===== src/include/acc_consts.svh =====
// What this block does
// RULE1: each conversion takes sixteen converter clocks
// RULE2: register write starts conversion next converter tick
// RULE3: finished conversion stores 8-bit result
// RULE4: channel field routes one of four inputs
// RULE5: out-of-range inputs saturate to ff or 00
// RULE6: continuous mode repeats, overwriting result each time
// RULE7: flag set per conversion, cleared by data read
// RULE8: interrupt enabled: raise interrupt, flag stays clear
// RULE9: software discards conversion interrupted by write
// RULE10: selected pin forced to converter input
// RULE11: used pin reads zero or data latch
// RULE12: converts in wait; interrupt can wake
// RULE13: software powers off converter before wait
// RULE14: stop aborts conversion, resumes after stop
// RULE15: software ignores first conversion after stop
// RULE16: five-bit channel field, all ones off, reset
// RULE17: prescaler divides by 1,2,4,8 or 16
// RULE18: data read or control write clears interrupt
// RULE19: single mode: one conversion per control write
// RULE20: result changes only when a conversion completes
`ifndef ACC_CONSTS_SVH
`define ACC_CONSTS_SVH

// ==========================================================
// register map
`define ACC_ADDR_CSR   8'h3c
`define ACC_ADDR_DATA  8'h3e
`define ACC_ADDR_CLK   8'h3f
`define ACC_ADDR_PORT  8'h00
`define ACC_ADDR_DDR   8'h04

// ==========================================================
// control/status fields
`define ACC_CSR_DONE   7
`define ACC_CSR_IEN    6
`define ACC_CSR_CONT   5
`define ACC_CSR_CH_HI  4
`define ACC_CSR_CH_LO  0
`define ACC_CH_OFF     5'h1f
`define ACC_CH_PINS    5'h04
`define ACC_PRE_HI     2
`define ACC_PRE_TOP    2
`define ACC_PRE_LO     0
`define ACC_PRE_RESET  3'h0

// ==========================================================
// conversion timing
`define ACC_DIV16_LAST 4'hf
`define ACC_DIV_ONE    4'h1
`define ACC_CONV_LAST  4'hf
`define ACC_SAR_BITS   4'h8
`define ACC_SAR_TOP    4'h7
`define ACC_SAR_MSB    8'h80
`define ACC_STEP_ONE   4'h1

`endif


===== src/include/acc_pkg.sv =====
package acc_pkg;

    // ==========================================================
    // conversion sequencer states, gray along idle-armed-convert
    typedef enum logic [1:0] {
        ST_IDLE  = 2'h0,
        ST_ARMED = 2'h1,
        ST_CONV  = 2'h3
    } acc_state_t;

    // ==========================================================
    // all state of the block
    typedef struct packed {
        acc_state_t  state;
        logic [4:0]  ch;
        logic        ien;
        logic        cont;
        logic [2:0]  pre;
        logic [7:0]  result;
        logic        done_flag;
        logic        irq;
        logic [3:0]  div_cnt;
        logic        tick;
        logic [3:0]  step;
        logic [7:0]  sar;
        logic [7:0]  dac;
        logic [3:0]  latch;
        logic [3:0]  ddr;
        logic [3:0]  oe;
        logic [3:0]  s1;
        logic [3:0]  s2;
        logic [3:0]  s3;
        logic [3:0]  pin_val;
        logic [7:0]  rdata;
        logic        en;
    } acc_regs_t;

endpackage


===== src/rtl/acc_top.sv =====
`timescale 1ns/1ps
`include "acc_consts.svh"

module acc_top (
    input  wire logic                CORE_CLK,
    input  wire logic                NRST,
    input  wire logic [7:0]          ADDR,
    input  wire logic [7:0]          WDATA,
    input  wire logic                WR,
    input  wire logic                RD,
    output logic      [7:0]          RDATA,
    input  wire logic                STOP_MODE,
    input  wire logic                COMP_HI,
    output logic      [7:0]          SAR_CODE,
    output logic      [4:0]          CHAN_SEL,
    output logic                     CONV_EN,
    output logic                     CONV_IRQ,
    input  wire logic [3:0]          PIN_IN,
    output logic      [3:0]          PIN_OUT,
    output logic      [3:0]          PIN_OE,
    input  wire acc_pkg::acc_state_t STATE_UNUSED_NONE
);
    import acc_pkg::*;

    // ==========================================================
    // decoding helpers

    // one-hot mask of the port pin that the converter owns
    function automatic logic [3:0] sel_mask(input logic [4:0] ch);
        logic [3:0] m;
        m = 4'h0;
        if (ch < `ACC_CH_PINS) begin
            m = 4'h1 << ch[1:0]; // RULE4
        end
        return m;
    endfunction

    // last count of the prescaler for a given field value
    function automatic logic [3:0] div_last(input logic [2:0] pre);
        logic [3:0] d;
        d = `ACC_DIV16_LAST;
        if (!pre[`ACC_PRE_TOP]) begin
            d = (`ACC_DIV_ONE << pre[1:0]) - `ACC_DIV_ONE; // RULE17
        end
        return d;
    endfunction

    acc_regs_t r_reg;
    acc_regs_t r_next;

    // ==========================================================
    // next-state logic
    always_comb begin
        logic       wr_csr;
        logic       rd_data;
        logic [2:0] bit_idx;
        logic [3:0] own;
        wr_csr  = 1'b0;
        rd_data = 1'b0;
        bit_idx = 3'h0;
        own     = 4'h0;
        r_next  = r_reg;

        // pins: three stages, a change is taken once the last two agree
        r_next.s1 = PIN_IN;
        r_next.s2 = r_reg.s1;
        r_next.s3 = r_reg.s2;
        if (r_reg.s2 == r_reg.s3) begin
            r_next.pin_val = r_reg.s3;
        end

        // converter clock: one-cycle tick, divider held at zero while stopped
        r_next.tick = 1'b0;
        if (STOP_MODE) begin
            r_next.div_cnt = 4'h0; // RULE14
        end else if (r_reg.div_cnt >= div_last(r_reg.pre)) begin
            r_next.div_cnt = 4'h0;
            r_next.tick    = 1'b1; // RULE17
        end else begin
            r_next.div_cnt = r_reg.div_cnt + `ACC_DIV_ONE;
        end

        // ======================================================
        // register writes and read side effects
        // clears come first so that a completion in the same cycle wins
        if (WR) begin
            unique case (ADDR)
                `ACC_ADDR_CSR: begin
                    // the flag bit is read-only and ignored on write
                    r_next.ien  = WDATA[`ACC_CSR_IEN];
                    r_next.cont = WDATA[`ACC_CSR_CONT];
                    r_next.ch   = WDATA[`ACC_CSR_CH_HI:`ACC_CSR_CH_LO]; // RULE16
                    r_next.irq  = 1'b0; // RULE18
                    wr_csr      = 1'b1;
                end
                `ACC_ADDR_CLK: begin
                    r_next.pre = WDATA[`ACC_PRE_HI:`ACC_PRE_LO];
                end
                `ACC_ADDR_PORT: begin
                    r_next.latch = WDATA[3:0];
                end
                `ACC_ADDR_DDR: begin
                    r_next.ddr = WDATA[3:0];
                end
                default: begin
                end
            endcase
        end
        if (RD && (ADDR == `ACC_ADDR_DATA)) begin
            rd_data = 1'b1;
        end
        if (rd_data) begin
            r_next.done_flag = 1'b0; // RULE7
            r_next.irq       = 1'b0; // RULE18
        end

        // ======================================================
        // conversion sequencer
        unique case (r_reg.state)
            ST_IDLE: begin
            end
            ST_ARMED: begin
                // the first converter edge after arming starts sampling
                if (r_reg.tick && !STOP_MODE) begin
                    r_next.state = ST_CONV; // RULE2
                    r_next.step  = 4'h0;
                    r_next.sar   = 8'h00;
                    r_next.dac   = `ACC_SAR_MSB;
                end
            end
            ST_CONV: begin
                if (STOP_MODE) begin
                    // abort without touching the result; rearm for resume
                    r_next.state = ST_ARMED; // RULE14
                    r_next.dac   = 8'h00;
                end else if (r_reg.tick) begin
                    if (r_reg.step < `ACC_SAR_BITS) begin
                        // comparator high means input at or above the trial
                        // code, so rails beyond the supplies give ff or 00
                        bit_idx = 3'(`ACC_SAR_TOP - r_reg.step);
                        r_next.sar[bit_idx] = COMP_HI; // RULE5
                        r_next.dac = r_next.sar
                                   | (`ACC_SAR_MSB >> (r_reg.step + `ACC_STEP_ONE));
                    end
                    r_next.step = r_reg.step + `ACC_STEP_ONE;
                    if (r_reg.step == `ACC_CONV_LAST) begin // RULE1
                        r_next.result = r_reg.sar; // RULE3 RULE20
                        if (r_reg.ien) begin
                            r_next.irq = 1'b1; // RULE8 RULE12
                        end else begin
                            r_next.done_flag = 1'b1; // RULE7
                        end
                        if (r_reg.cont) begin
                            r_next.step = 4'h0; // RULE6
                            r_next.sar  = 8'h00;
                            r_next.dac  = `ACC_SAR_MSB;
                        end else begin
                            r_next.state = ST_IDLE; // RULE19
                            r_next.dac   = 8'h00;
                        end
                    end
                end
            end
            default: begin
                r_next.state = ST_IDLE;
            end
        endcase

        // a control write aborts whatever runs and arms a fresh start unless the channel is off;
        // a half-done result is dropped, never stored
        if (wr_csr) begin
            r_next.dac  = 8'h00;
            r_next.step = 4'h0;
            if (r_next.ch == `ACC_CH_OFF) begin
                r_next.state = ST_IDLE; // RULE16
            end else begin
                r_next.state = ST_ARMED; // RULE2 RULE20
            end
        end
        r_next.en = (r_next.ch != `ACC_CH_OFF);

        // with interrupts on, the flag is neither set nor shown
        if (r_next.ien) begin
            r_next.done_flag = 1'b0; // RULE8
        end

        // ======================================================
        // pin ownership: the converter's pin is never driven
        own      = sel_mask(r_next.ch);
        r_next.oe = r_next.ddr & ~own; // RULE10

        // ======================================================
        // read data, valid only in the cycle after the strobe
        r_next.rdata = 8'h00;
        if (RD) begin
            unique case (ADDR)
                `ACC_ADDR_CSR: begin
                    r_next.rdata = {r_reg.done_flag, r_reg.ien, r_reg.cont, r_reg.ch};
                end
                `ACC_ADDR_DATA: begin
                    r_next.rdata = r_reg.result;
                end
                `ACC_ADDR_CLK: begin
                    r_next.rdata = {5'h00, r_reg.pre};
                end
                `ACC_ADDR_PORT: begin
                    // owned pins give the latch if output, else zero
                    r_next.rdata = {4'h0, (r_reg.ddr & r_reg.latch)
                                   | (~r_reg.ddr & ~sel_mask(r_reg.ch)
                                      & r_reg.pin_val)}; // RULE11
                end
                `ACC_ADDR_DDR: begin
                    r_next.rdata = {4'h0, r_reg.ddr};
                end
                default: begin
                    r_next.rdata = 8'h00;
                end
            endcase
        end
    end

    // ==========================================================
    // state register
    always_ff @(posedge CORE_CLK) begin
        if (!NRST) begin
            r_reg       <= '0;
            r_reg.ch    <= `ACC_CH_OFF; // RULE16
            r_reg.pre   <= `ACC_PRE_RESET;
            r_reg.state <= ST_IDLE;
        end else begin
            r_reg <= r_next;
        end
    end

    // ==========================================================
    // outputs, each straight from the state register
    assign RDATA    = r_reg.rdata;
    assign SAR_CODE = r_reg.dac;
    assign CHAN_SEL = r_reg.ch; // RULE4
    assign CONV_EN  = r_reg.en;
    assign CONV_IRQ = r_reg.irq;
    assign PIN_OUT  = r_reg.latch;
    assign PIN_OE   = r_reg.oe;

endmodule


===== config.mk =====
export PLATFORM = sky130hd
export DESIGN_NAME = acc_top
export DESIGN_NICKNAME = d
export VERILOG_FILES = /design/src/include/acc_pkg.sv /design/src/rtl/acc_top.sv
export VERILOG_INCLUDE_DIRS = /design/src /design/src/include
export SDC_FILE = /design/constraint.sdc
export NUM_CORES = 1
export LEC_CHECK = 0
export BUFFER_PORTS_ARGS = -buffer_cell sky130_fd_sc_hd__clkbuf_2
export CAP_MARGIN = 10
export CORE_MARGIN = 1.5
export CORE_UTILIZATION = 52
export CTS_CLUSTER_SIZE = 28
export DETAILED_ROUTE_END_ITERATION = 8
export PLACE_DENSITY = 0.8
export SLEW_MARGIN = 20
export SYNTH_ARGS = -nofsm -noshare
export SYNTH_HDL_FRONTEND = slang
export SYNTH_SLANG_ARGS = --single-unit

===== constraint.sdc =====
create_clock -name CORE_CLK -period 1.85 [get_ports CORE_CLK]
set_input_delay 0.0925 -clock CORE_CLK [delete_from_list [all_inputs] [get_ports CORE_CLK]]
set_output_delay 0.0925 -clock CORE_CLK [all_outputs]
set_load 0.005 [all_outputs]

==> results.toml, run 1 <==
[outcome]
outcome = "finished, violations left"
violations = "setup timing"

[sta]
clock.fmax_mhz = 519
final_max_slew_viol_count = 0
relSlewSlack_pct = 64.0
setup_ws_ns = -0.0776
hold_viol_final = 0
min_period_over_period_pct = 104
tightest_slew_ns = 0.537
fin_crit_ns = 1.93
rsz0062_at_grt = "yes"
setup_tns_ns = -0.262
fin_skew_ns = 0.0135
setup_viol = 4

[final_layout]
fill_cells = 634
num-nets-final = 540
largest_reg_flops = 45
final_layout_size_suffix_gt1_share_pct = 22.7
multi_input_area_mm2 = 0.00206
area_growth_pct = 12.9
antenna-diode-count = 0
regArea_mm2 = 0.00168

[cts]
clk_latency_ns = 0.37
cts_buffer_depth = 2
clock_sinks = 84
cts_max_level = 3
clk_pin_slew_worst_paths_ns = 0.09
cts_made_buffers = 9
clock-root-buffer = "clkbuf_8"
cts_tree = "yes"

[placed_design]
globalplace.congestion = 0.879
portBuffers = 55
hpwl_mm = 6.38

[power]
p_leak_nw = 1.87
p_per_area_mw_per_mm2 = 734
ir_drop_v = 0.000430
power.total_mw = 3.41

[worst_setup_path]
crit_chain = "or3_1 > ha_1 > nand2b_4 > a21o_1 > a21o_1 > a211o_1 > nor2_1"
cp_slowest_cell = "or3_1"
critPathMostFrequentCell = "a21o_1"
required_ns = 2.15
cp.arrival_ns = 2.23
crit_fanout = 4
endpoint_kind = "flop"
cp-start-kind = "flop"
worstSetupPathType = "flop to flop"
cpPeakStageDelay_ns = 0.38

[grt]
grt_usage_pct = 22.3
antenna_found_initial = 0
overflow = 0
grt_max_degree = 29
grt_pass1_vias = 3218
grt_pass1_wl_mm = 15.0

[routing]
first_pass_iters = 4
wl_per_cell_um = 14.3
wirelength_mm = 8.72
dr.first_iter.drc_count = 120
vias = 3306
via_per_inst = 5.43
final_antenna_net_count = 0
drc_errors = 0

[hold_path]
hold_class = "primary input to flop"

[floorplanning]
die_h_um = 92.0
dieWidth_um = 92.0
coreArea_mm2 = 0.00769
io_pins = 59
rows = 32
die-area_mm2 = 0.00846
start_util_pct = 53.6

[yosys]
synth_edf_count = 0
synthCells = 457
synthesis.nets = 495
synth_warnings = 0
netlist-cell-type-count = 61
ys_seq_area_share_pct = 40.8
yosysTopAreaCell = "dfxtp_1"
syn_area_per_cell_um2 = 9.01
synthFlopType = "dfxtp_1"
synth_area_mm2 = 0.00412
synth_top_area_share_pct = 40.8
postSynthRegisterBits = 84
ys_top_cells_by_area = "dfxtp_1 41%, mux2i_1 11%, buf_4 5.5%"
async_flop_share_pct = 0

[flow_run]
drv_cap = 0
[layout by cell type, fill, tap and decap left out, drive strengths merged, types with 8 or more instances in the layout]
cell type | netlist | routed
o21ai | 17 | 17
nor2 | 55 | 55
nand3 | 12 | 12
mux2i | 44 | 44
a21oi | 18 | 18
buf | 38 | 22
clkbuf | 12 | 64
ha | 10 | 10
inv | 13 | 19
nand2b | 8 | 8
nand2 | 41 | 41
nor3 | 11 | 11
and2 | 16 | 16
dfxtp | 84 | 84
[critical path, delay by kind of cell (launching register included)]
family	cells	cell delay [ns]
simple gates	3	0.63
compound gates	3	0.61
flops	1	0.33
fa+ha+maj	1	0.29
[final timing paths]
path / to / from / depth (start not counted) / slack (ns)
worst min-delay path: r_reg[75] / WDATA[5] / 3 / 0.02
worst max-delay path: r_reg[60] / r_reg[74] / 7 / -0.08
worst min register to register: r_next[14] / r_next[18] / 1 / 0.42
worst max register to register: r_reg[60] / r_reg[74] / 7 / -0.08
[cells in the mapped netlist (7+ instances only)]
cell type  number
a21o_1          7
a21oi_1        18
and2_1         16
buf_4          30
clkbuf_1       11
dfxtp_1        84
ha_1           10
inv_1          12
mux2i_1        44
nand2_1        41
nand2b_1        8
nand3_1        11
nor2_1         53
nor3_1         11
o21ai_0        15
[where the power goes]
| part | total [mW] | switching (mW) | leakage [nW] | internal [mW] |
|---|---|---|---|---|
| sequential | 1.83 | 0.00802 | 0.680 | 1.82 |
| combinational | 0.171 | 0.0964 | 1.08 | 0.0745 |
| clock | 1.41 | 0.749 | 0.109 | 0.662 |
[repair_timing]
action / 4_1_cts / 5_1_grt
resized for setup: 1 / 4
setup buffers: 1 / 0
endpoints found under the hold margin: 8 / 0
pin swaps: 7 / 8
endpoints found under the setup margin: 4 / 12
hold buffers: 7 / 0
cloned: 0 / 0
[per-layer routing]
| metal | vias to the layer above | routed length, µm | track usage [%] |
|---|---|---|---|
| met5 | - | 0 | 0 |
| met4 | 0 | 265 | 10.0 |
| met3 | 25 | 493 | 5.64 |
| met2 | 102 | 4050 | 36.0 |
| met1 | 1536 | 3910 | 27.9 |
| li1 | 1643 | - | - |
[final cells by class]
class                      instances  area share [%]
clock buffer                       9            2.67
tap                              102            2.75
timing repair buffer              84            11.0
sequential                        84            36.2
inverter                          13            1.05
clock inverter                     7            1.88
multi-input combinational        310            44.4
[kinds of logic (layout without fill, tap and decap cells)]
logic type	after synthesis	in the layout	synth area share [%]
fa+ha+maj	10	10	3.04
xor+xnor	6	6	1.28
buf+inv	63	113	9.54
flops	84	84	40.8
simple gates	171	171	21.1
compound gates	72	72	11.4
mux	51	51	12.8
[through the flow]
step	std cells	utilization (%)	area [µm²]	hold WS, ns	setup slack [ns]
floorplan	457	-	4120	0.206	0.00229
global placement	585	56.4	4340	0.299	-0.0139
detailed placement	585	56.4	4340	0.306	-0.0807
CTS	609	60.2	4630	0.00663	-0.110
global route	609	60.4	4650	0.0295	-0.141
finish	609	60.4	4650	0.0177	-0.0776
Power figures use the tool's default switching activity.
==> inputs of run 2 (changes only) <==
--- a/config.mk
+++ b/config.mk
@@ -12,7 +12,7 @@
 export CORE_UTILIZATION = 52
 export CTS_CLUSTER_SIZE = 28
 export DETAILED_ROUTE_END_ITERATION = 8
-export PLACE_DENSITY = 0.8
+export PLACE_DENSITY = 0.75
 export SLEW_MARGIN = 20
 export SYNTH_ARGS = -nofsm -noshare
 export SYNTH_HDL_FRONTEND = slang
==> constraint.sdc (replaced) <==
create_clock -name CORE_CLK -period 1.85 [get_ports CORE_CLK]
set_input_delay 0.0925 -clock CORE_CLK [delete_from_list [all_inputs] [get_ports CORE_CLK]]
set_output_delay 0.0925 -clock CORE_CLK [all_outputs]
set_load 0.02 [all_outputs]
==> results.toml, run 2 (same netlist as run 1, synthesis figures left out) <==
[outcome]
outcome = "finished, final reports clean"

[cts]
clk_latency_ns = 0.36
clk_pin_slew_worst_paths_ns = 0.09
clock-root-buffer = "clkbuf_8"
cts_buffer_depth = 2
cts_made_buffers = 9
cts_tree = "yes"
clock_sinks = 84
cts_max_level = 3

[routing]
drc_errors = 0
wl_per_cell_um = 14.1
dr.first_iter.drc_count = 137
via_per_inst = 5.35
first_pass_iters = 5
vias = 3279
final_antenna_net_count = 0
wirelength_mm = 8.65

[placed_design]
hpwl_mm = 6.30
globalplace.congestion = 0.858
place_ws_ns = -0.0378
portBuffers = 55
dp_cells = 585

[floorplanning]
rows = 32
start_util_pct = 53.6
coreArea_mm2 = 0.00769
io_pins = 59
dieWidth_um = 92.0
die_h_um = 92.0
die-area_mm2 = 0.00846

[final_layout]
antenna-diode-count = 0
final_layout_size_suffix_gt1_share_pct = 23.3
largest_reg_flops = 45
area_growth_pct = 14.2
regArea_mm2 = 0.00168
multi_input_area_mm2 = 0.00207
most-common-layout-cells = "82 x dfxtp_1, 55 x clkbuf_2, 53 x nor2_1"
fill_cells = 648
final_common_cell = "dfxtp_1"
layoutNonFillerInstCount = 613
num-nets-final = 545

[sta]
setup_ws_ns = 0.0121
rsz0062_at_grt = "yes"
final_max_slew_viol_count = 0
setup_viol = 0
fin_skew_ns = 0.0121
min_period_over_period_pct = 99.3
tightest_slew_ns = 0.496
hold_viol_final = 0
clock.fmax_mhz = 544
fin_crit_ns = 1.84
hold_ws_ns = 0.0693
relSlewSlack_pct = 66.9

[power]
p_per_area_mw_per_mm2 = 735
p_leak_nw = 1.90
power.total_mw = 3.46
ir_drop_v = 0.000390

[grt]
overflow = 0
grt_pass1_wl_mm = 14.3
grt_max_degree = 29
antenna_found_initial = 0
grt_pass1_vias = 3027
grt_usage_pct = 21.2

[worst_setup_path]
worstSetupPathType = "flop to flop"
cpLargestDelayFamily = "compound AO/OA/AOI/OAI gates"
cp_slowest_cell = "or3_4"
cpPeakStageDelay_ns = 0.39
crit_chain = "or3_4 > ha_4 > nand2b_4 > a21o_1 > a21o_1 > a211o_1 > nor2_1"
crit_fanout = 4
path_buf_inv = 0
cp.arrival_ns = 2.14
required_ns = 2.15
cp-start-kind = "flop"
critPathMostFrequentCell = "a21o_1"
endpoint_kind = "flop"

[flow_run]
drv_cap = 0

[hold_path]
hold_class = "primary input to flop"
[run 2: area by class of cell]
class,instances,share of cell area [%]
multi-input combinational,310,44.0
sequential,84,35.8
timing repair buffer,89,11.7
clock buffer,10,2.93
tap,102,2.71
clock inverter,5,1.81
inverter,13,1.04
[run 2: final timing paths]
| kind | startpoint | end | slack [ns] | depth (start not counted) |
|---|---|---|---|---|
| max | r_reg[73] | r_reg[60] | 0.01 | 7 |
| min reg2reg | r_next[18] | r_next[14] | 0.42 | 1 |
| min | WDATA[3] | CHAN_SEL[3] | 0.07 | 3 |
| max reg2reg | r_reg[73] | r_reg[60] | 0.01 | 7 |
[run 2: worst reg2reg max path, cell delays in order, from the launching register on]
cell	delay, ns
dfxtp_2	0.33
or3_4	0.39
ha_4	0.21
nand2b_4	0.12
a21o_1	0.14
a21o_1	0.16
a211o_1	0.33
nor2_1	0.09
[run 2: through the flow]
stage / TNS (ns) / area, µm² / utilization (%)
floorplan: 0 / 4120 / -
global placement: -0.0367 / 4340 / 56.4
detailed placement: -0.0886 / 4340 / 56.4
CTS: -0.129 / 4640 / 60.3
global route: -0.227 / 4700 / 61.2
finish: 0 / 4700 / 61.2
[run 2: repair_timing]
item,CTS,global route
gates resized for setup,0,5
pin swaps,0,7
buffers inserted,0,5
endpoints found under the setup margin,4,6
endpoints found under the hold margin,9,0
hold buffers,8,0
[run 2: power by group]
group / switching (mW) / internal, mW / leakage, nW
clock network: 0.659 / 0.797 / 0.109
logic: 0.0967 / 0.0759 / 1.11
registers: 0.00788 / 1.82 / 0.680
total: 0.764 / 2.69 / 1.90
[run 2: per-layer routing]
metal  vias up  part of all wire, %  global-route usage (%)
met1      1509                   46                    27.2
li1       1648                    -                       -
met4         0                  1.8                    8.72
met5         -                    0                       0
met2       107                   47                    34.5
met3        15                  5.5                    4.73
